`src/common/arct_pkg.sv`:
```
// Register map, field layout and constants of the auto-reload capture timer
package arct_pkg;

    // Byte address width of the register window
    localparam int ADDR_W = 6;
    localparam int DATA_W = 32;
    localparam int BYTE_W = 8;

    // Register byte offsets, one aligned word each
    localparam logic [ADDR_W-1:0] OFS_CTRL = 6'h00;
    localparam logic [ADDR_W-1:0] OFS_CLKCTL = 6'h04;
    localparam logic [ADDR_W-1:0] OFS_IRQEN = 6'h08;
    localparam logic [ADDR_W-1:0] OFS_RELOAD_LO = 6'h0c;
    localparam logic [ADDR_W-1:0] OFS_RELOAD_HI = 6'h10;
    localparam logic [ADDR_W-1:0] OFS_COUNT_LO = 6'h14;
    localparam logic [ADDR_W-1:0] OFS_COUNT_HI = 6'h18;
    localparam logic [ADDR_W-1:0] OFS_STATUS = 6'h1c;
    localparam logic [ADDR_W-1:0] OFS_MASK = 6'h20;

    // Clock control, extended interrupt enable, status and mask bit positions
    localparam int CLK_LOW_FAST_BIT = 0;
    localparam int CLK_HIGH_FAST_BIT = 1;
    localparam int IRQEN_TIMER_BIT = 0;
    localparam int FLAG_HIGH_BIT = 7;
    localparam int FLAG_LOW_BIT = 6;

    // Byte-lane enable that carries every register
    localparam int LANE_LOW = 0;

    // Alternate clock field encodings
    localparam logic [1:0] ALT_DIV12_A = 2'h0;
    localparam logic [1:0] ALT_EXT_DIV8 = 2'h1;
    localparam logic [1:0] ALT_DIV12_B = 2'h2;
    localparam logic [1:0] ALT_COMP = 2'h3;
    localparam int ALT_CAPSRC_BIT = 1;

    // Prescaler ratios
    localparam int SYS_DIV = 12;
    localparam int EXT_DIV = 8;

    // Count values
    localparam logic [7:0] BYTE_RST = 8'h00;
    localparam logic [7:0] BYTE_MAX = 8'hff;
    localparam logic [15:0] WORD_MAX = 16'hffff;
    localparam logic [15:0] WORD_ZERO = 16'h0000;

    // Layout of the timer control register
    typedef struct packed {
        logic high_overflow_flag;
        logic low_overflow_flag;
        logic low_overflow_irq_enable;
        logic capture_mode_enable;
        logic split_mode_select;
        logic high_byte_run;
        logic [1:0] alternate_clock_field;
    } arct_ctrl_t;

    // Counting events derived from the slow sources, one cycle each
    typedef struct packed {
        logic div12;
        logic ext_div8;
        logic comp;
    } arct_tick_t;

endpackage

```
`src/rtl/arct_sync.sv`:
```
// Two-flop synchroniser with registered rising-edge detect
module arct_sync #(
    parameter int W = 1
) (
    // Clock and reset
    input wire logic clk,
    input wire logic srst,
    // Asynchronous inputs
    input wire logic [W-1:0] async_in,
    // Synchronised level and one-cycle rising-edge pulse
    output logic [W-1:0] level,
    output logic [W-1:0] rise
);

    logic [W-1:0] meta_ff;
    logic [W-1:0] sync_ff;
    logic [W-1:0] rise_ff;

    // The first stage feeds only the second; metastability settles there
    always_ff @(posedge clk) begin
        if (srst) begin
            meta_ff <= '0;
            sync_ff <= '0;
        end else begin
            meta_ff <= async_in;
            sync_ff <= meta_ff;
        end
    end

    always_ff @(posedge clk) begin
        if (srst) begin
            rise_ff <= '0;
        end else begin
            rise_ff <= sync_ff & ~level;
        end
    end

    // Delayed copy for the edge detect, updated from the second stage every cycle
    logic [W-1:0] last_ff;
    always_ff @(posedge clk) begin
        if (srst) begin
            last_ff <= '0;
        end else begin
            last_ff <= sync_ff;
        end
    end

    assign level = last_ff;
    assign rise = rise_ff;

endmodule

```
`src/rtl/arct_timer.sv`:
```
// Auto-reload and capture timer with an Avalon-MM register slave
//
// Behaviour
// - Split select clear: both count bytes form one 16-bit auto-reload up-counter.
// - Outside capture mode, 16-bit wrap from all ones loads both reload bytes and sets high flag.
// - Timer interrupt enable and high mask bit set: every 16-bit overflow outside capture mode requests an interrupt.
// - 16-bit mode: low-byte wrap also interrupts when low interrupt enable and low mask bit set.
// - Split select set: two 8-bit timers, each reloading from its own reload byte.
// - Split mode: run bit gates only the high byte; low byte always counts.
// - Fast select picks system clock; else alternate field picks div12, ext/8, comparator.
// - External oscillator and comparator inputs are synchronised before counting.
// - Split mode: each byte wrap sets its own overflow flag.
// - Split mode: high wrap interrupts when timer interrupt enable and high mask bit set; low wrap too when low enable and low mask bit set.
// - Overflow flags never clear by hardware; software clears them.
// - Capture enable selects capture mode on the full 16-bit counter.
// - Capture event on comparator rising edge, or every 8 external clocks.
// - Capture copies count into reload bytes, sets high flag, may interrupt.
// - Set high flag with timer interrupt enable and high mask bit set raises the interrupt.
module arct_timer (
    // Clock and reset
    input wire logic CLK,
    input wire logic SRST,
    // Avalon-MM slave
    input wire logic [arct_pkg::ADDR_W-1:0] AVS_ADDRESS,
    input wire logic AVS_READ,
    input wire logic AVS_WRITE,
    input wire logic [arct_pkg::DATA_W-1:0] AVS_WRITEDATA,
    input wire logic [3:0] AVS_BYTEENABLE,
    output logic [arct_pkg::DATA_W-1:0] AVS_READDATA,
    output logic AVS_WAITREQUEST,
    // Asynchronous count and capture sources
    input wire logic EXT_OSC,
    input wire logic COMP1,
    // Interrupt
    output logic IRQ
);

    // Configuration
    logic low_ien_ff, cap_en_ff, split_ff, run_ff;
    logic [1:0] alt_ff;
    logic fast_lo_ff, fast_hi_ff, tmr_ien_ff, mask_hi_ff, mask_lo_ff;

    // Counter, reload and flags
    logic [7:0] cnt_lo_ff, cnt_hi_ff, rl_lo_ff, rl_hi_ff;
    logic [7:0] nxt_cnt_lo, nxt_cnt_hi;
    logic hf_ff, lf_ff, irq_ff;

    // Bus
    logic ack_ff;
    logic [arct_pkg::DATA_W-1:0] rdata_ff;
    logic [7:0] rd_byte, wdat;
    logic req, wr_fire;
    arct_pkg::arct_ctrl_t wctl;

    // Prescalers and ticks
    logic [3:0] div12_ff;
    logic [2:0] ext_cnt_ff;
    logic ext_rise;
    logic comp_rise;
    arct_pkg::arct_tick_t ticks;
    arct_pkg::arct_ctrl_t ctrl_view;

    // Derived control
    logic wide, lo_tick, hi_tick, count16, lo_inc, hi_inc;
    logic lo_wrap, hi_wrap, cap_evt, hf_set, lf_set;

    function automatic logic hit(input logic [arct_pkg::ADDR_W-1:0] ofs);
        hit = wr_fire && (AVS_ADDRESS == ofs);
    endfunction

    // Source select shared by both count bytes
    function automatic logic sel_tick(input logic fast, input logic [1:0] alt,
                                      input arct_pkg::arct_tick_t t);
        logic r;
        r = 1'b0;
        if (fast) begin
            r = 1'b1;
        end else begin
            unique case (alt)
                arct_pkg::ALT_DIV12_A: r = t.div12;
                arct_pkg::ALT_EXT_DIV8: r = t.ext_div8;
                arct_pkg::ALT_DIV12_B: r = t.div12;
                arct_pkg::ALT_COMP: r = t.comp;
            endcase
        end
        sel_tick = r;
    endfunction

    // ---- Avalon-MM slave: one wait cycle for every access ----
    assign req = AVS_READ | AVS_WRITE;
    assign AVS_WAITREQUEST = req & ~ack_ff;
    assign AVS_READDATA = rdata_ff;
    assign wr_fire = AVS_WRITE & ack_ff & AVS_BYTEENABLE[arct_pkg::LANE_LOW];
    assign wdat = AVS_WRITEDATA[7:0];
    assign wctl = arct_pkg::arct_ctrl_t'(wdat);

    always_ff @(posedge CLK) begin
        if (SRST) begin
            ack_ff <= 1'b0;
        end else begin
            ack_ff <= req & ~ack_ff;
        end
    end

    assign ctrl_view = '{
        high_overflow_flag: hf_ff,
        low_overflow_flag: lf_ff,
        low_overflow_irq_enable: low_ien_ff,
        capture_mode_enable: cap_en_ff,
        split_mode_select: split_ff,
        high_byte_run: run_ff,
        alternate_clock_field: alt_ff
    };

    always_comb begin
        rd_byte = 8'h00;
        unique case (AVS_ADDRESS)
            arct_pkg::OFS_CTRL: rd_byte = ctrl_view;
            arct_pkg::OFS_CLKCTL: begin
                rd_byte[arct_pkg::CLK_LOW_FAST_BIT] = fast_lo_ff;
                rd_byte[arct_pkg::CLK_HIGH_FAST_BIT] = fast_hi_ff;
            end
            arct_pkg::OFS_IRQEN: rd_byte[arct_pkg::IRQEN_TIMER_BIT] = tmr_ien_ff;
            arct_pkg::OFS_RELOAD_LO: rd_byte = rl_lo_ff;
            arct_pkg::OFS_RELOAD_HI: rd_byte = rl_hi_ff;
            arct_pkg::OFS_COUNT_LO: rd_byte = cnt_lo_ff;
            arct_pkg::OFS_COUNT_HI: rd_byte = cnt_hi_ff;
            arct_pkg::OFS_STATUS: begin
                rd_byte[arct_pkg::FLAG_HIGH_BIT] = hf_ff;
                rd_byte[arct_pkg::FLAG_LOW_BIT] = lf_ff;
            end
            arct_pkg::OFS_MASK: begin
                rd_byte[arct_pkg::FLAG_HIGH_BIT] = mask_hi_ff;
                rd_byte[arct_pkg::FLAG_LOW_BIT] = mask_lo_ff;
            end
            default: rd_byte = 8'h00;
        endcase
    end

    // Read data is captured in the wait cycle so it stands when waitrequest drops
    always_ff @(posedge CLK) begin
        if (SRST) begin
            rdata_ff <= '0;
        end else if (AVS_READ && !ack_ff) begin
            rdata_ff <= {{(arct_pkg::DATA_W - arct_pkg::BYTE_W){1'b0}}, rd_byte};
        end
    end

    // ---- Configuration registers ----
    always_ff @(posedge CLK) begin
        if (SRST) begin
            low_ien_ff <= 1'b0;
            cap_en_ff <= 1'b0;
            split_ff <= 1'b0;
            run_ff <= 1'b0;
            alt_ff <= arct_pkg::ALT_DIV12_A;
        end else if (hit(arct_pkg::OFS_CTRL)) begin
            low_ien_ff <= wctl.low_overflow_irq_enable;
            cap_en_ff <= wctl.capture_mode_enable;
            split_ff <= wctl.split_mode_select;
            run_ff <= wctl.high_byte_run;
            alt_ff <= wctl.alternate_clock_field;
        end
    end

    always_ff @(posedge CLK) begin
        if (SRST) begin
            fast_lo_ff <= 1'b0;
            fast_hi_ff <= 1'b0;
        end else if (hit(arct_pkg::OFS_CLKCTL)) begin
            fast_lo_ff <= wdat[arct_pkg::CLK_LOW_FAST_BIT];
            fast_hi_ff <= wdat[arct_pkg::CLK_HIGH_FAST_BIT];
        end
    end

    always_ff @(posedge CLK) begin
        if (SRST) begin
            tmr_ien_ff <= 1'b0;
        end else if (hit(arct_pkg::OFS_IRQEN)) begin
            tmr_ien_ff <= wdat[arct_pkg::IRQEN_TIMER_BIT];
        end
    end

    always_ff @(posedge CLK) begin
        if (SRST) begin
            mask_hi_ff <= 1'b0;
            mask_lo_ff <= 1'b0;
        end else if (hit(arct_pkg::OFS_MASK)) begin
            mask_hi_ff <= wdat[arct_pkg::FLAG_HIGH_BIT];
            mask_lo_ff <= wdat[arct_pkg::FLAG_LOW_BIT];
        end
    end

    // ---- Count sources ----
    arct_sync #(
        .W(2)
    ) u_sync (
        .clk(CLK),
        .srst(SRST),
        .async_in({EXT_OSC, COMP1}),
        .level(),
        .rise({ext_rise, comp_rise})
    );

    always_ff @(posedge CLK) begin
        if (SRST) begin
            div12_ff <= 4'h0;
        end else if (div12_ff == 4'(arct_pkg::SYS_DIV - 1)) begin
            div12_ff <= 4'h0;
        end else begin
            div12_ff <= div12_ff + 4'h1;
        end
    end

    // Eight synchronised external edges make one tick; the oscillator must run
    // well below half the system clock or edges are lost
    always_ff @(posedge CLK) begin
        if (SRST) begin
            ext_cnt_ff <= 3'h0;
        end else if (ext_rise) begin
            ext_cnt_ff <= ext_cnt_ff + 3'h1;
        end
    end

    assign ticks.div12 = (div12_ff == 4'(arct_pkg::SYS_DIV - 1));
    assign ticks.ext_div8 = ext_rise && (ext_cnt_ff == 3'(arct_pkg::EXT_DIV - 1));
    assign ticks.comp = comp_rise;

    assign lo_tick = sel_tick(fast_lo_ff, alt_ff, ticks);
    assign hi_tick = sel_tick(fast_hi_ff, alt_ff, ticks);

    // ---- Counting ----
    // Capture forces the 16-bit structure even if split was left set
    assign wide = ~split_ff | cap_en_ff;
    assign count16 = wide & run_ff & lo_tick;
    assign lo_inc = wide ? count16 : lo_tick;
    assign hi_inc = ~wide & run_ff & hi_tick;
    assign lo_wrap = lo_inc && (cnt_lo_ff == arct_pkg::BYTE_MAX);
    assign hi_wrap = wide ? (count16 && ({cnt_hi_ff, cnt_lo_ff} == arct_pkg::WORD_MAX))
                          : (hi_inc && (cnt_hi_ff == arct_pkg::BYTE_MAX));

    // Capture trigger: high alternate bit picks ext/8, otherwise comparator edges
    assign cap_evt = cap_en_ff &
                     (alt_ff[arct_pkg::ALT_CAPSRC_BIT] ? ticks.ext_div8 : ticks.comp);

    always_comb begin
        nxt_cnt_lo = cnt_lo_ff;
        nxt_cnt_hi = cnt_hi_ff;
        if (wide) begin
            if (count16) begin
                if (hi_wrap) begin
                    // Reload bytes hold captures in capture mode, so it free-runs
                    {nxt_cnt_hi, nxt_cnt_lo} = cap_en_ff ? arct_pkg::WORD_ZERO
                                                         : {rl_hi_ff, rl_lo_ff};
                end else begin
                    {nxt_cnt_hi, nxt_cnt_lo} = {cnt_hi_ff, cnt_lo_ff} + 16'h0001;
                end
            end
        end else begin
            if (lo_inc) begin
                nxt_cnt_lo = lo_wrap ? rl_lo_ff : cnt_lo_ff + 8'h01;
            end
            if (hi_inc) begin
                nxt_cnt_hi = hi_wrap ? rl_hi_ff : cnt_hi_ff + 8'h01;
            end
        end
        // A software write to a count byte wins over the tick in the same cycle
        if (hit(arct_pkg::OFS_COUNT_LO)) begin
            nxt_cnt_lo = wdat;
        end
        if (hit(arct_pkg::OFS_COUNT_HI)) begin
            nxt_cnt_hi = wdat;
        end
    end

    always_ff @(posedge CLK) begin
        if (SRST) begin
            cnt_lo_ff <= arct_pkg::BYTE_RST;
            cnt_hi_ff <= arct_pkg::BYTE_RST;
        end else begin
            cnt_lo_ff <= nxt_cnt_lo;
            cnt_hi_ff <= nxt_cnt_hi;
        end
    end

    // Capture wins over a software write to the reload bytes in the same cycle
    always_ff @(posedge CLK) begin
        if (SRST) begin
            rl_lo_ff <= arct_pkg::BYTE_RST;
            rl_hi_ff <= arct_pkg::BYTE_RST;
        end else if (cap_evt) begin
            rl_lo_ff <= cnt_lo_ff;
            rl_hi_ff <= cnt_hi_ff;
        end else begin
            if (hit(arct_pkg::OFS_RELOAD_LO)) begin
                rl_lo_ff <= wdat;
            end
            if (hit(arct_pkg::OFS_RELOAD_HI)) begin
                rl_hi_ff <= wdat;
            end
        end
    end

    // ---- Flags: set by events, cleared only by a one written to status ----
    assign hf_set = (hi_wrap & ~cap_en_ff) | cap_evt;
    assign lf_set = lo_wrap;

    always_ff @(posedge CLK) begin
        if (SRST) begin
            hf_ff <= 1'b0;
            lf_ff <= 1'b0;
        end else begin
            // Set wins over a clear arriving in the same cycle
            hf_ff <= hf_set |
                     (hf_ff & ~(hit(arct_pkg::OFS_STATUS) & wdat[arct_pkg::FLAG_HIGH_BIT]));
            lf_ff <= lf_set |
                     (lf_ff & ~(hit(arct_pkg::OFS_STATUS) & wdat[arct_pkg::FLAG_LOW_BIT]));
        end
    end

    // ---- Interrupt: level while an enabled, unmasked flag is set ----
    always_ff @(posedge CLK) begin
        if (SRST) begin
            irq_ff <= 1'b0;
        end else begin
            irq_ff <= tmr_ien_ff & ((hf_ff & mask_hi_ff) |
                                    (lf_ff & low_ien_ff & mask_lo_ff));
        end
    end

    assign IRQ = irq_ff;

endmodule

```
`config.mk`:
```
export PLATFORM = sky130hd
export DESIGN_NAME = arct_timer
export DESIGN_NICKNAME = d
export VERILOG_FILES = /design/src/common/arct_pkg.sv /design/src/rtl/arct_sync.sv /design/src/rtl/arct_timer.sv
export SDC_FILE = /design/constraint.sdc
export NUM_CORES = 1
export LEC_CHECK = 0
export BUFFER_PORTS_ARGS = -buffer_cell sky130_fd_sc_hd__buf_2
export CAP_MARGIN = 5
export CORE_MARGIN = 2
export CORE_UTILIZATION = 38
export CTS_CLUSTER_DIAMETER = 150
export DETAILED_ROUTE_END_ITERATION = 8
export MAX_ROUTING_LAYER = met4
export RECOVER_POWER = 25
export SLEW_MARGIN = 20
export SYNTH_ARGS = -nofsm -noshare
export SYNTH_HDL_FRONTEND = slang
export SYNTH_HIERARCHICAL = 1
export SYNTH_SLANG_ARGS = --single-unit
```
`constraint.sdc`:
```
create_clock -name CLK -period 3 [get_ports CLK]
set_input_delay 0.15 -clock CLK [delete_from_list [all_inputs] [get_ports CLK]]
set_output_delay 0.15 -clock CLK [all_outputs]
set_load 0.005 [all_outputs]
```
==> tab_implementation.tex, run 1 <==
\begin{tabular}{lr}
\hline
Metric & Value \\
\hline
\multicolumn{2}{l}{\textbf{Route}} \\
\quad Post-route ant nets & 0 \\
\quad Number of vias per cell after detailed routing & 5.72 \\
\quad Routed WL & 11.8 mm \\
\quad WL per Instance & about 18 µm \\
\quad Total number of vias & 3,841 \\
\quad \# DRC & 0 \\
\quad Drt initial violations & 358 \\
\quad First-pass DRT Iterations & 5 \\
\multicolumn{2}{l}{\textbf{Global routing}} \\
\quad Number of global-route vias before repair & 3,567 \\
\quad Sum of overflow across all layers after global routing & 0 \\
\quad Largest net degree at the start of global routing & 57 \\
\quad Initial antenna violation count & 0 \\
\quad Overall track demand over capacity in global routing & 21.5\% \\
\quad Wire length of the first global-routing pass & 19.5 mm \\
\multicolumn{2}{l}{\textbf{Flow run}} \\
\quad Maximum Capacitance Violations & 1 \\
\multicolumn{2}{l}{\textbf{Clocking}} \\
\quad CTS Sinks & 70 \\
\quad Quantity of hold-fixing buffers added after cts & 0 \\
\quad Number of setup buffers added after CTS & 0 \\
\quad Clk buf depth & 2 \\
\quad Post-cts gate resize count & 0 \\
\quad Count of H-tree levels built during CTS & 3 \\
\quad CTS root buffer & sky130\_fd\_sc\_hd\_\_clkbuf\_16 \\
\quad TritonCTS clock tree & built \\
\quad Clock-pin slew reported for the worst setup and hold paths after clock tree synthesis & 60 ps \\
\quad Clock insertion delay at the later pin of the skew report & 330 ps \\
\quad Total CTS buffers & 9 \\
\multicolumn{2}{l}{\textbf{Setup path}} \\
\quad Critical path type & flip-flop to flip-flop \\
\quad Req. time, crit path & approximately 3300 ps \\
\quad Number of cell instances on the worst register-to-register path & 7 \\
\quad Worst R2R Start & cnt\_hi\_ff[0]\$\_SDFFE\_PP0P\_ \\
\quad Crit. Startpoint & cnt\_hi\_ff[0]\$\_SDFFE\_PP0P\_ \\
\quad Capture point of the worst path & cnt\_lo\_ff[7]\$\_SDFFE\_PP0P\_ \\
\quad CP arrival & 2770 ps \\
\quad CP max FO & 10 \\
\quad Critical path launch point type & flip-flop \\
\quad R2R Path End & cnt\_lo\_ff[7]\$\_SDFFE\_PP0P\_ \\
\quad Worst reg2reg setup slack & roughly 500 ps \\
\quad Endpoint type of the worst setup path & flip-flop \\
\multicolumn{2}{l}{\textbf{Yosys}} \\
\quad Post-synthesis cell count & 512 \\
\quad Warnings, synthesis & 6 \\
\quad Summed instance area of the synthesized netlist & 4280 µm² \\
\quad Proportion of synthesized flip-flops having asynchronous set or reset & 0\% \\
\quad Flip-flop and latch count after synthesis & 70 \\
\quad Netlist cell types & between 60 and 70 \\
\quad Syn Area/Cell & between 8 and 9 µm² \\
\quad Count of flip-flops with a built-in enable after synthesis & 0 \\
\quad Portion of the post-synthesis area used by sequential elements & $\sim$33\% \\
\quad Primary flip-flop cell chosen by synthesis mapping & sky130\_fd\_sc\_hd\_\_dfxtp\_1 \\
\multicolumn{2}{l}{\textbf{STA}} \\
\quad Final cycle utilization of the critical path & between 80\% and 90\% \\
\quad Worst slew margin & -70.7\% \\
\quad Min setup slack post-route & 490 ps \\
\quad Setup Skew & 4.99 ps \\
\quad Final period demand of the worst path & approximately 2500 ps \\
\quad Unrepaired setup endpoints after global routing & no \\
\quad F\_max & about 0.4 GHz \\
\quad Setup\_tns & 0 ps \\
\quad Number of setup violations in the final report & 0 \\
\quad Pins Over Slew Limit & 57 \\
\quad Transition time at the pin with the least slew margin & 2560 ps \\
\quad Hold Vio Cnt, Final & 0 \\
\multicolumn{2}{l}{\textbf{Min path}} \\
\quad Hold crit path type & input port to flip-flop \\
\quad Min-delay src & EXT\_OSC \\
\multicolumn{2}{l}{\textbf{Power}} \\
\quad Power Density & 452 nW/µm² \\
\quad Reported leakage power & around 1.8 nW \\
\quad Peak VDD IR & just under 300 µV \\
\multicolumn{2}{l}{\textbf{Floorplanning}} \\
\quad Die Height & 110 µm \\
\quad I/O pin total & just over 80 \\
\quad Core box area & between 10,000 and 15,000 µm² \\
\quad Starting density of the core & 39.2\% \\
\quad Die W & 110 µm \\
\quad Number of core rows & 38 \\
\quad Die Area & $\sim$12,000 µm² \\
\multicolumn{2}{l}{\textbf{Place}} \\
\quad Number of buffers inserted by port buffering & 30 \\
\quad Worst slack at placement & 537 ps \\
\quad Final GP Congestion & 0.955 \\
\quad Detailed placement HPWL & 8.49 mm \\
\multicolumn{2}{l}{\textbf{Final layout}} \\
\quad Commonest cells after routing, fill and taps aside & sky130\_fd\_sc\_hd\_\_nor2\_1 (74), sky130\_fd\_sc\_hd\_\_dfxtp\_1 (70), sky130\_fd\_sc\_hd\_\_mux2i\_1 (36), sky130\_fd\_sc\_hd\_\_a21oi\_1 (32), sky130\_fd\_sc\_hd\_\_a211oi\_1 (28) \\
\quad Commonest non-fill, non-tap cell in the layout & sky130\_fd\_sc\_hd\_\_nor2\_1 \\
\quad Number of filler instances in the final layout & 1,125 \\
\quad Share of post-route cells with drive strength above 1 & 12.8\% \\
\quad Antenna cells & 0 \\
\quad Area growth, synth to finish & 9.44\% \\
\quad Number of nets in the layout & 580 \\
\multicolumn{2}{l}{\textbf{Status}} \\
\quad Result of the run & finished, violations left \\
\quad Violated checks & capacitance limit, slew limit \\
\hline
\end{tabular}
-- cells in the mapped netlist (all sizes together), types with 3 or more instances --
master,count,area [µm²]
xnor2,11,96.3
nand4,10,68.8
a21o,5,37.5
inv,11,41.3
a31oi,8,50.1
a21oi,32,160
nor2,75,284
clkbuf,19,71.3
nand2b,4,32.5
nand2,18,67.6
ha,5,62.6
nor3,13,70.1
nor2b,16,100
nor3b,5,47.5
mux2i,36,360
o211ai,3,22.5
or3,6,37.5
buf,40,277
dfxtp,70,1400
o221ai,6,52.6
a221oi,8,70.1
o21ai,19,110
and3,9,56.3
a211oi,28,210
nand3,15,75.1
nand3b,3,35.0
-- final cells by class --
class | count | area (µm²) | area share (%)
multi-input combinational | 395 | 2570 | 54.8
sequential | 70 | 1400 | 29.9
clock buffer | 12 | 236 | 5.05
timing repair buffer | 40 | 216 | 4.62
tap | 140 | 175 | 3.74
clock inverter | 4 | 47.5 | 1.01
inverter | 11 | 41.3 | 0.881
-- routing by layer --
metal  global-route usage, %  share of wire, %  vias to the layer above  wire length, µm
met3                    3.88               5.2                       24              617
li1                        -                 -                     1853                -
met5                       -                 0                        -                0
met1                    28.2                46                     1815             5450
met4                    8.30               2.8                        0              328
met2                    33.0                46                      149             5460
-- worst min path at each step --
stage,end,cells after the start,slack (ps)
after floorplan,u_sync/rise[1]$_SDFF_PP0_,1,220
after global placement,u_sync/meta_ff[1]$_SDFF_PP0_,2,370
after detailed placement,u_sync/meta_ff[1]$_SDFF_PP0_,2,370
after CTS,u_sync/meta_ff[1]$_SDFF_PP0_,2,20
after global routing,u_sync/meta_ff[1]$_SDFF_PP0_,2,40
final,u_sync/meta_ff[1]$_SDFF_PP0_,2,30
-- state kept, by name, indices dropped and copies added (netlist names), 2 cells and up --
signal and cells:
AVS_READDATA 8, alt_ff 2, cnt_hi_ff 8, cnt_lo_ff 8
div12_ff 4, ext_cnt_ff 3, rl_hi_ff 8, rl_lo_ff 8
u_sync/level 2, u_sync/meta_ff 2, u_sync/rise 2, u_sync/sync_ff 2
-- worst max-delay path, cell delays in order, from the launching register on --
cell and delay (ps):
sky130_fd_sc_hd__dfxtp_1 530, sky130_fd_sc_hd__ha_1 290, sky130_fd_sc_hd__nand4_1 160, sky130_fd_sc_hd__nor2_1 230
sky130_fd_sc_hd__o2111ai_2 280, sky130_fd_sc_hd__o41ai_2 600, sky130_fd_sc_hd__a21oi_1 170, sky130_fd_sc_hd__o22ai_1 180
-- power breakdown --
group	total [mW]	switching (mW)	internal (mW)
sequential	0.958	0.0133	0.944
combinational	0.120	0.0806	0.0390
clock	1.04	0.399	0.641
-- per-stage QoR --
step | cells | power (mW) | cell area [µm²] | hold slack, ps | util, %
2_1_floorplan | 535 | 1.07 | 4370 | 220 | -
3_3_place_gp | 656 | 1.10 | 4420 | 371 | 40.4
3_5_place_dp | 656 | 1.10 | 4420 | 369 | 40.4
4_1_cts | 672 | 2.14 | 4710 | 22.1 | 43.0
5_1_grt | 672 | 2.19 | 4690 | 44.4 | 42.9
6_report | 672 | 2.12 | 4690 | 29.5 | 42.9
-- kinds of logic after synthesis --
group	share of synthesized area (%)
AOI/OAI and AO/OA	22.1
muxes	9.29
DFF	32.7
adders and majority gates	1.46
and+or+nand+nor	22.6
other	0.0876
buffers and inverters	9.09
xor gates and xnor gates	2.66
Power figures use the tool's default switching activity.
==> run 2, diff against run 1 <==
- clock period: 3 -> 2.13 ns (I/O delays scaled with it)
==> run 2 against run 1 <==
The run now ends clean; register-to-register slack worse by 470 ps; sequential share of layout area shrank 3.3 points; core utilization increased by 5.4 points; final area up 13%; critical path type unchanged; critical endpoint is now cnt_hi_ff[3]$_SDFFE_PP0P_.
==> tab_implementation.tex, run 2 (synthesized netlist as in run 1, its figures left out) <==
\begin{tabular}{lr}
\hline
Metric & Value \\
\hline
\multicolumn{2}{l}{\textbf{Status}} \\
\quad Result of the run & finished, final reports clean \\
\multicolumn{2}{l}{\textbf{Setup path}} \\
\quad CP arrival & 2310 ps \\
\quad Endpoint type of the worst setup path & flip-flop \\
\quad Crit. Startpoint & ext\_cnt\_ff[1]\$\_SDFFE\_PP0P\_ \\
\quad Critical path launch point type & flip-flop \\
\quad Req. time, crit path & 2330 ps \\
\quad Capture point of the worst path & cnt\_hi\_ff[3]\$\_SDFFE\_PP0P\_ \\
\quad R2R Path End & cnt\_hi\_ff[3]\$\_SDFFE\_PP0P\_ \\
\quad Worst R2R Start & ext\_cnt\_ff[1]\$\_SDFFE\_PP0P\_ \\
\quad CP max FO & 5 \\
\quad Number of cell instances on the worst register-to-register path & 9 \\
\quad Critical path type & flip-flop to flip-flop \\
\quad Worst reg2reg setup slack & 20 ps \\
\multicolumn{2}{l}{\textbf{Power}} \\
\quad Reported leakage power & approximately 2.2 nW \\
\quad Peak VDD IR & 462 µV \\
\quad Power Density & 611 nW/µm² \\
\multicolumn{2}{l}{\textbf{Floorplanning}} \\
\quad Die Area & approximately 12,000 µm² \\
\quad Die Height & 110 µm \\
\quad Core box area & 10,900 µm² \\
\quad Die W & 110 µm \\
\quad Number of core rows & 38 \\
\quad Starting density of the core & 39.2\% \\
\quad I/O pin total & 82 \\
\multicolumn{2}{l}{\textbf{Clocking}} \\
\quad CTS root buffer & sky130\_fd\_sc\_hd\_\_clkbuf\_16 \\
\quad Total CTS buffers & 9 \\
\quad Clk buf depth & 2 \\
\quad Count of H-tree levels built during CTS & 3 \\
\quad TritonCTS clock tree & built \\
\quad CTS Sinks & 70 \\
\quad Clock insertion delay at the later pin of the skew report & 340 ps \\
\quad Clock-pin slew reported for the worst setup and hold paths after clock tree synthesis & approximately 60 ps \\
\multicolumn{2}{l}{\textbf{STA}} \\
\quad Number of setup violations in the final report & 0 \\
\quad Setup Skew & approximately 5.3 ps \\
\quad Worst slew margin & 56.6\% \\
\quad Pins Over Slew Limit & 0 \\
\quad Unrepaired setup endpoints after global routing & yes \\
\quad Hold Vio Cnt, Final & 0 \\
\quad Transition time at the pin with the least slew margin & 652 ps \\
\quad Final cycle utilization of the critical path & between 90 and 100\% \\
\quad F\_max & around 0.47 GHz \\
\quad Final period demand of the worst path & 2110 ps \\
\multicolumn{2}{l}{\textbf{Place}} \\
\quad Final GP Congestion & about 1.1 \\
\quad Total placed instance area & between 4000 and 5000 µm² \\
\quad Detailed placement HPWL & a little under 10 mm \\
\quad Number of buffers inserted by port buffering & 30 \\
\multicolumn{2}{l}{\textbf{Route}} \\
\quad First-pass DRT Iterations & 4 \\
\quad Total number of vias & around 4,100 \\
\quad Wl on met1 & 6.09 mm \\
\quad Routed wl met3 & around 650 µm \\
\quad Drt initial violations & roughly 260 \\
\quad Uppermost layer routed & met4 \\
\quad Wire length on met2 & between 6 and 7 mm \\
\quad \# DRC & 0 \\
\quad Post-route ant nets & 0 \\
\quad Routed WL & 13.1 mm \\
\quad WL per Instance & 18.0 µm \\
\quad Number of vias per cell after detailed routing & 5.69 \\
\multicolumn{2}{l}{\textbf{Final layout}} \\
\quad Final Util & 48.2\% \\
\quad Commonest cells after routing, fill and taps aside & sky130\_fd\_sc\_hd\_\_nor2\_1 (73), sky130\_fd\_sc\_hd\_\_dfxtp\_1 (68), sky130\_fd\_sc\_hd\_\_buf\_4 (63), sky130\_fd\_sc\_hd\_\_mux2i\_1 (36), sky130\_fd\_sc\_hd\_\_a21oi\_1 (32) \\
\quad Area growth, synth to finish & 23.2\% \\
\quad Number of nets in the layout & 636 \\
\quad Share of post-route cells with drive strength above 1 & 23.8\% \\
\quad Antenna cells & 0 \\
\quad Commonest non-fill, non-tap cell in the layout & sky130\_fd\_sc\_hd\_\_nor2\_1 \\
\quad Design area & 5280 µm² \\
\multicolumn{2}{l}{\textbf{Global routing}} \\
\quad Overall track demand over capacity in global routing & between 20\% and 30\% \\
\quad Number of global-route vias before repair & roughly 3,800 \\
\quad Sum of overflow across all layers after global routing & 0 \\
\quad Largest net degree at the start of global routing & 57 \\
\quad Initial antenna violation count & 0 \\
\quad Wire length of the first global-routing pass & 20.7 mm \\
\multicolumn{2}{l}{\textbf{Min path}} \\
\quad Min-delay src & AVS\_WRITE \\
\quad Hold crit path type & input port to flip-flop \\
\multicolumn{2}{l}{\textbf{Flow run}} \\
\quad Maximum Capacitance Violations & 0 \\
\hline
\end{tabular}
run 2: cell types whose count changed in the layout (fill, tap and decap cells not counted), moves of 3 or more:
cell and delta:
sky130_fd_sc_hd__buf_2 +4, sky130_fd_sc_hd__buf_4 +54, sky130_fd_sc_hd__nor3b_1 -3, sky130_fd_sc_hd__clkbuf_1 -8
run 2: metal layers:
metal	vias up	global-route usage, %
met5	-	-
met4	0	8.66
met3	29	3.35
met2	146	36.1
met1	2000	30.3
li1	1966	-
run 2: how the worst min path moves through the flow:
stage,slack (ps),cells past startpoint,endpoint
CTS,70,3,ack_ff$_SDFF_PP0_
detailed placement,330,2,u_sync/meta_ff[0]$_SDFF_PP0_
global placement,320,2,u_sync/meta_ff[1]$_SDFF_PP0_
finish,70,3,ack_ff$_SDFF_PP0_
global route,80,3,mask_hi_ff$_SDFFE_PP0P_
floorplan,180,1,u_sync/rise[1]$_SDFF_PP0_
run 2: worst max-delay path, cell delays in order (launching register included):
cell and delay [ps]:
sky130_fd_sc_hd__dfxtp_2 350, sky130_fd_sc_hd__ha_4 140, sky130_fd_sc_hd__ha_4 140, sky130_fd_sc_hd__nand3b_4 80, sky130_fd_sc_hd__a32o_2 320, sky130_fd_sc_hd__o41ai_4 390
sky130_fd_sc_hd__buf_4 180, sky130_fd_sc_hd__o211ai_1 100, sky130_fd_sc_hd__a31oi_1 180, sky130_fd_sc_hd__a211oi_1 90
run 2: area by class of cell:
cell class | count | area, µm²
fill | 1104 | 5660
multi-input combinational | 395 | 2670
sequential | 70 | 1400
timing repair buffer | 96 | 654
clock buffer | 11 | 253
tap | 140 | 175
clock inverter | 5 | 81.3
inverter | 11 | 41.3
run 2: stage by stage:
step                hold WS, ps  TNS, ps  total power [mW]  std cells  setup WS, ps
finish                     67.8        0              3.23        728          19.1
global route               82.4     -269              3.33        728          -105
CTS                        70.8    -4.48              3.24        724         -4.48
detailed placement          325     -156              1.57        706         -53.2
global placement            323    -67.3              1.56        706         -27.7
floorplan                   176        0              1.51        535           102
run 2: power by group:
group | internal, mW | switching, mW
Combinational | 0.0745 | 0.126
Clock | 1.09 | 0.592
Sequential | 1.33 | 0.0144
Total | 2.49 | 0.733
run 2: timing repair:
item,CTS,global route
endpoints found under the setup margin,8,15
hold buffers,2,0
pin swaps,1,8
endpoints found under the hold margin,2,0
resized for setup,6,11
buffers inserted,0,4
==> run 3, diff against run 2 <==
- CORE_UTILIZATION: 38 -> 51
- PLACE_DENSITY: default -> 0.77
==> run 3 against run 2 <==
Hold slack worse by 17 ps; first-iteration DRC count is 18% higher; largest power group is now registers; clock skew is 3.4 ps higher; non-clock buffer count is 4 lower; sequential power hardly changed; power is 10% lower; die area is 25% lower; combinational power is 6% lower; fmax is 0.73% lower; register-to-register slack worse by 20 ps; global-route usage is 5.6 points higher; count of clock-buffer cells in the layout is 1 lower; highest routed layer unchanged.
==> tab_implementation.tex, run 3 (synthesized netlist as in run 1, its figures left out) <==
\begin{tabular}{lr}
\hline
Metric & Value \\
\hline
\multicolumn{2}{l}{\textbf{Setup path}} \\
\quad Number of cell instances on the worst register-to-register path & 7 \\
\quad Worst R2R Start & div12\_ff[1]\$\_SDFF\_PP0\_ \\
\quad Combined buffer and inverter count along the critical path & 0 \\
\quad Crit-path leading delay family & simple AND/OR/NAND/NOR gates \\
\quad Endpoint type of the worst setup path & flip-flop \\
\quad CP max FO & 5 \\
\quad Critical path launch point type & flip-flop \\
\quad Delay of the slowest cell on the worst path & 610 ps \\
\quad Req. time, crit path & 2340 ps \\
\quad Crit. Startpoint & div12\_ff[1]\$\_SDFF\_PP0\_ \\
\quad Cells along the critical path & ha\_4, and3b\_2, a2bb2oi\_4, o21ai\_4, or4\_4, a31oi\_1, a211oi\_1 \\
\quad CP arrival & between 2000 and 2500 ps \\
\quad Worst reg2reg setup slack & 4 ps \\
\quad Critical path type & flip-flop to flip-flop \\
\quad Highest-delay cell along the critical path & sky130\_fd\_sc\_hd\_\_or4\_4 \\
\quad R2R Path End & cnt\_hi\_ff[3]\$\_SDFFE\_PP0P\_ \\
\multicolumn{2}{l}{\textbf{Final layout}} \\
\quad Share of post-route cells with drive strength above 1 & 24.2\% \\
\quad Area growth, synth to finish & 20.0\% \\
\quad Commonest cells after routing, fill and taps aside & sky130\_fd\_sc\_hd\_\_nor2\_1 (73), sky130\_fd\_sc\_hd\_\_dfxtp\_1 (66), sky130\_fd\_sc\_hd\_\_buf\_4 (58), sky130\_fd\_sc\_hd\_\_mux2i\_1 (36), sky130\_fd\_sc\_hd\_\_a21oi\_1 (32) \\
\quad Antenna cells & 0 \\
\quad Commonest non-fill, non-tap cell in the layout & sky130\_fd\_sc\_hd\_\_nor2\_1 \\
\quad Number of nets in the layout & 632 \\
\multicolumn{2}{l}{\textbf{STA}} \\
\quad Final cycle utilization of the critical path & around 100\% \\
\quad Number of setup violations in the final report & 0 \\
\quad Min setup slack post-route & 3.57 ps \\
\quad Setup Skew & about 8.7 ps \\
\quad Final period demand of the worst path & 2130 ps \\
\quad Hold Vio Cnt, Final & 0 \\
\quad Pins Over Slew Limit & 0 \\
\quad Transition time at the pin with the least slew margin & between 600 and 700 ps \\
\quad Worst Hold Margin & approximately 51 ps \\
\quad F\_max & 0.470 GHz \\
\quad Worst slew margin & 58.3\% \\
\quad Unrepaired setup endpoints after global routing & yes \\
\multicolumn{2}{l}{\textbf{Min path}} \\
\quad Hold crit path type & input port to flip-flop \\
\quad Min-delay src & AVS\_WRITE \\
\quad Hold endpoint & ack\_ff\$\_SDFF\_PP0\_ \\
\quad Hold depth & 3 \\
\multicolumn{2}{l}{\textbf{Global routing}} \\
\quad Sum of overflow across all layers after global routing & 0 \\
\quad Number of global-route vias before repair & 3,806 \\
\quad Initial antenna violation count & 0 \\
\quad Overall track demand over capacity in global routing & 28.7\% \\
\quad Wire length of the first global-routing pass & 19.5 mm \\
\quad Largest net degree at the start of global routing & 57 \\
\multicolumn{2}{l}{\textbf{Clocking}} \\
\quad TritonCTS clock tree & built \\
\quad CTS root buffer & sky130\_fd\_sc\_hd\_\_clkbuf\_8 \\
\quad CTS Sinks & 70 \\
\quad Count of H-tree levels built during CTS & 3 \\
\quad Total CTS buffers & 9 \\
\quad Clk buf depth & 2 \\
\quad Clock-pin slew reported for the worst setup and hold paths after clock tree synthesis & about 80 ps \\
\quad Clock insertion delay at the later pin of the skew report & 350 ps \\
\multicolumn{2}{l}{\textbf{Power}} \\
\quad Reported leakage power & 2.14 nW \\
\quad Share of power burned in registers & 46.7\% \\
\quad Combinational share of power & between 6 and 7\% \\
\quad Total power draw & 2.89 mW \\
\quad Peak VDD IR & 359 µV \\
\quad Power Density & 562 nW/µm² \\
\quad Switching share of power & 23.7\% \\
\quad Clock network fraction of design power & 46.8\% \\
\quad Internal Power & 2.20 mW \\
\quad Switching power & 0.684 mW \\
\multicolumn{2}{l}{\textbf{Place}} \\
\quad Detailed placement HPWL & 8.89 mm \\
\quad Number of buffers inserted by port buffering & 30 \\
\quad Worst slack at placement & -76.5 ps \\
\quad Final GP Congestion & around 0.96 \\
\multicolumn{2}{l}{\textbf{Route}} \\
\quad First-pass DRT Iterations & 7 \\
\quad WL per Instance & 17.9 µm \\
\quad Post-route ant nets & 0 \\
\quad \# DRC & 0 \\
\quad Total number of vias & 4,106 \\
\quad Drt initial violations & 302 \\
\quad Routed WL & 12.3 mm \\
\quad Number of vias per cell after detailed routing & 5.97 \\
\multicolumn{2}{l}{\textbf{Floorplanning}} \\
\quad Starting density of the core & 52.4\% \\
\quad Core box area & 8180 µm² \\
\quad Number of core rows & 33 \\
\quad I/O pin total & 82 \\
\quad Die Height & 95.6 µm \\
\quad Die W & 95.6 µm \\
\quad Die Area & 9150 µm² \\
\multicolumn{2}{l}{\textbf{Status}} \\
\quad Result of the run & finished, final reports clean \\
\multicolumn{2}{l}{\textbf{Flow run}} \\
\quad Maximum Capacitance Violations & 0 \\
\hline
\end{tabular}
[run 3: cell types whose count changed in the layout (fill, tap and decap cells not counted), moves of 2 or more]
cell and delta:
sky130_fd_sc_hd__clkbuf_16 -9, sky130_fd_sc_hd__ha_1 -2, sky130_fd_sc_hd__dfxtp_2 +2, sky130_fd_sc_hd__clkbuf_8 +8, sky130_fd_sc_hd__buf_4 -5, sky130_fd_sc_hd__dfxtp_1 -2
[run 3: power groups by stage]
stage               clock, mW  combinational, mW  sequential [mW]
finish                   1.35              0.189             1.35
global route             1.41              0.208             1.35
CTS                      1.36              0.182             1.34
detailed placement          0              0.178             1.38
global placement            0              0.176             1.37
floorplan                   0              0.135             1.37
[run 3: worst max-delay path by stage]
stage / end / slack, ps / cells past startpoint
after CTS: cnt_lo_ff[3]$_SDFFE_PP0P_ / 8 / 9
after floorplan: cnt_lo_ff[3]$_SDFFE_PP0P_ / 100 / 8
after detailed placement: cnt_lo_ff[3]$_SDFFE_PP0P_ / -80 / 9
after global placement: cnt_lo_ff[3]$_SDFFE_PP0P_ / -20 / 9
final: cnt_hi_ff[3]$_SDFFE_PP0P_ / 4 / 7
after global routing: cnt_hi_ff[3]$_SDFFE_PP0P_ / -40 / 7
[run 3: routing by layer]
| metal | wire, µm | share of wire, % | up-vias | track usage, % |
|---|---|---|---|---|
| met5 | 0 | 0 | - | - |
| met4 | 289 | 2.4 | 0 | 11.3 |
| met3 | 1040 | 8.5 | 24 | 5.22 |
| met2 | 5620 | 46 | 213 | 44.1 |
| met1 | 5340 | 43 | 1918 | 37.4 |
| li1 | - | - | 1951 | - |
[run 3: timing repair]
action,4_1_cts,5_1_grt
hold endpoints to repair,2,0
pin swaps,4,13
resized for setup,7,16
endpoints found under the setup margin,8,14
buffers inserted,0,4
hold buffers,2,0
[run 3: area by class of cell]
cell class / count / area, µm²
clock buffer: 10 / 138
clock inverter: 5 / 106
fill: 696 / 3040
inverter: 11 / 41.3
multi-input combinational: 395 / 2680
sequential: 70 / 1410
tap: 105 / 131
timing repair buffer: 92 / 637
[run 3: stage by stage]
stage | TNS (ps) | instance area (µm²) | instances | utilization [%]
2_1_floorplan | 0 | 4370 | 535 | -
3_3_place_gp | -18.8 | 4740 | 667 | 57.9
3_5_place_dp | -134 | 4740 | 667 | 57.9
4_1_cts | 0 | 5030 | 684 | 61.6
5_1_grt | -44.2 | 5140 | 688 | 62.9
6_report | 0 | 5140 | 688 | 62.9
[run 3: worst min-delay path, cell delays in order]
cell and delay, ps:
sky130_fd_sc_hd__buf_2 80, sky130_fd_sc_hd__nor2_1 50, sky130_fd_sc_hd__nor3_1 120
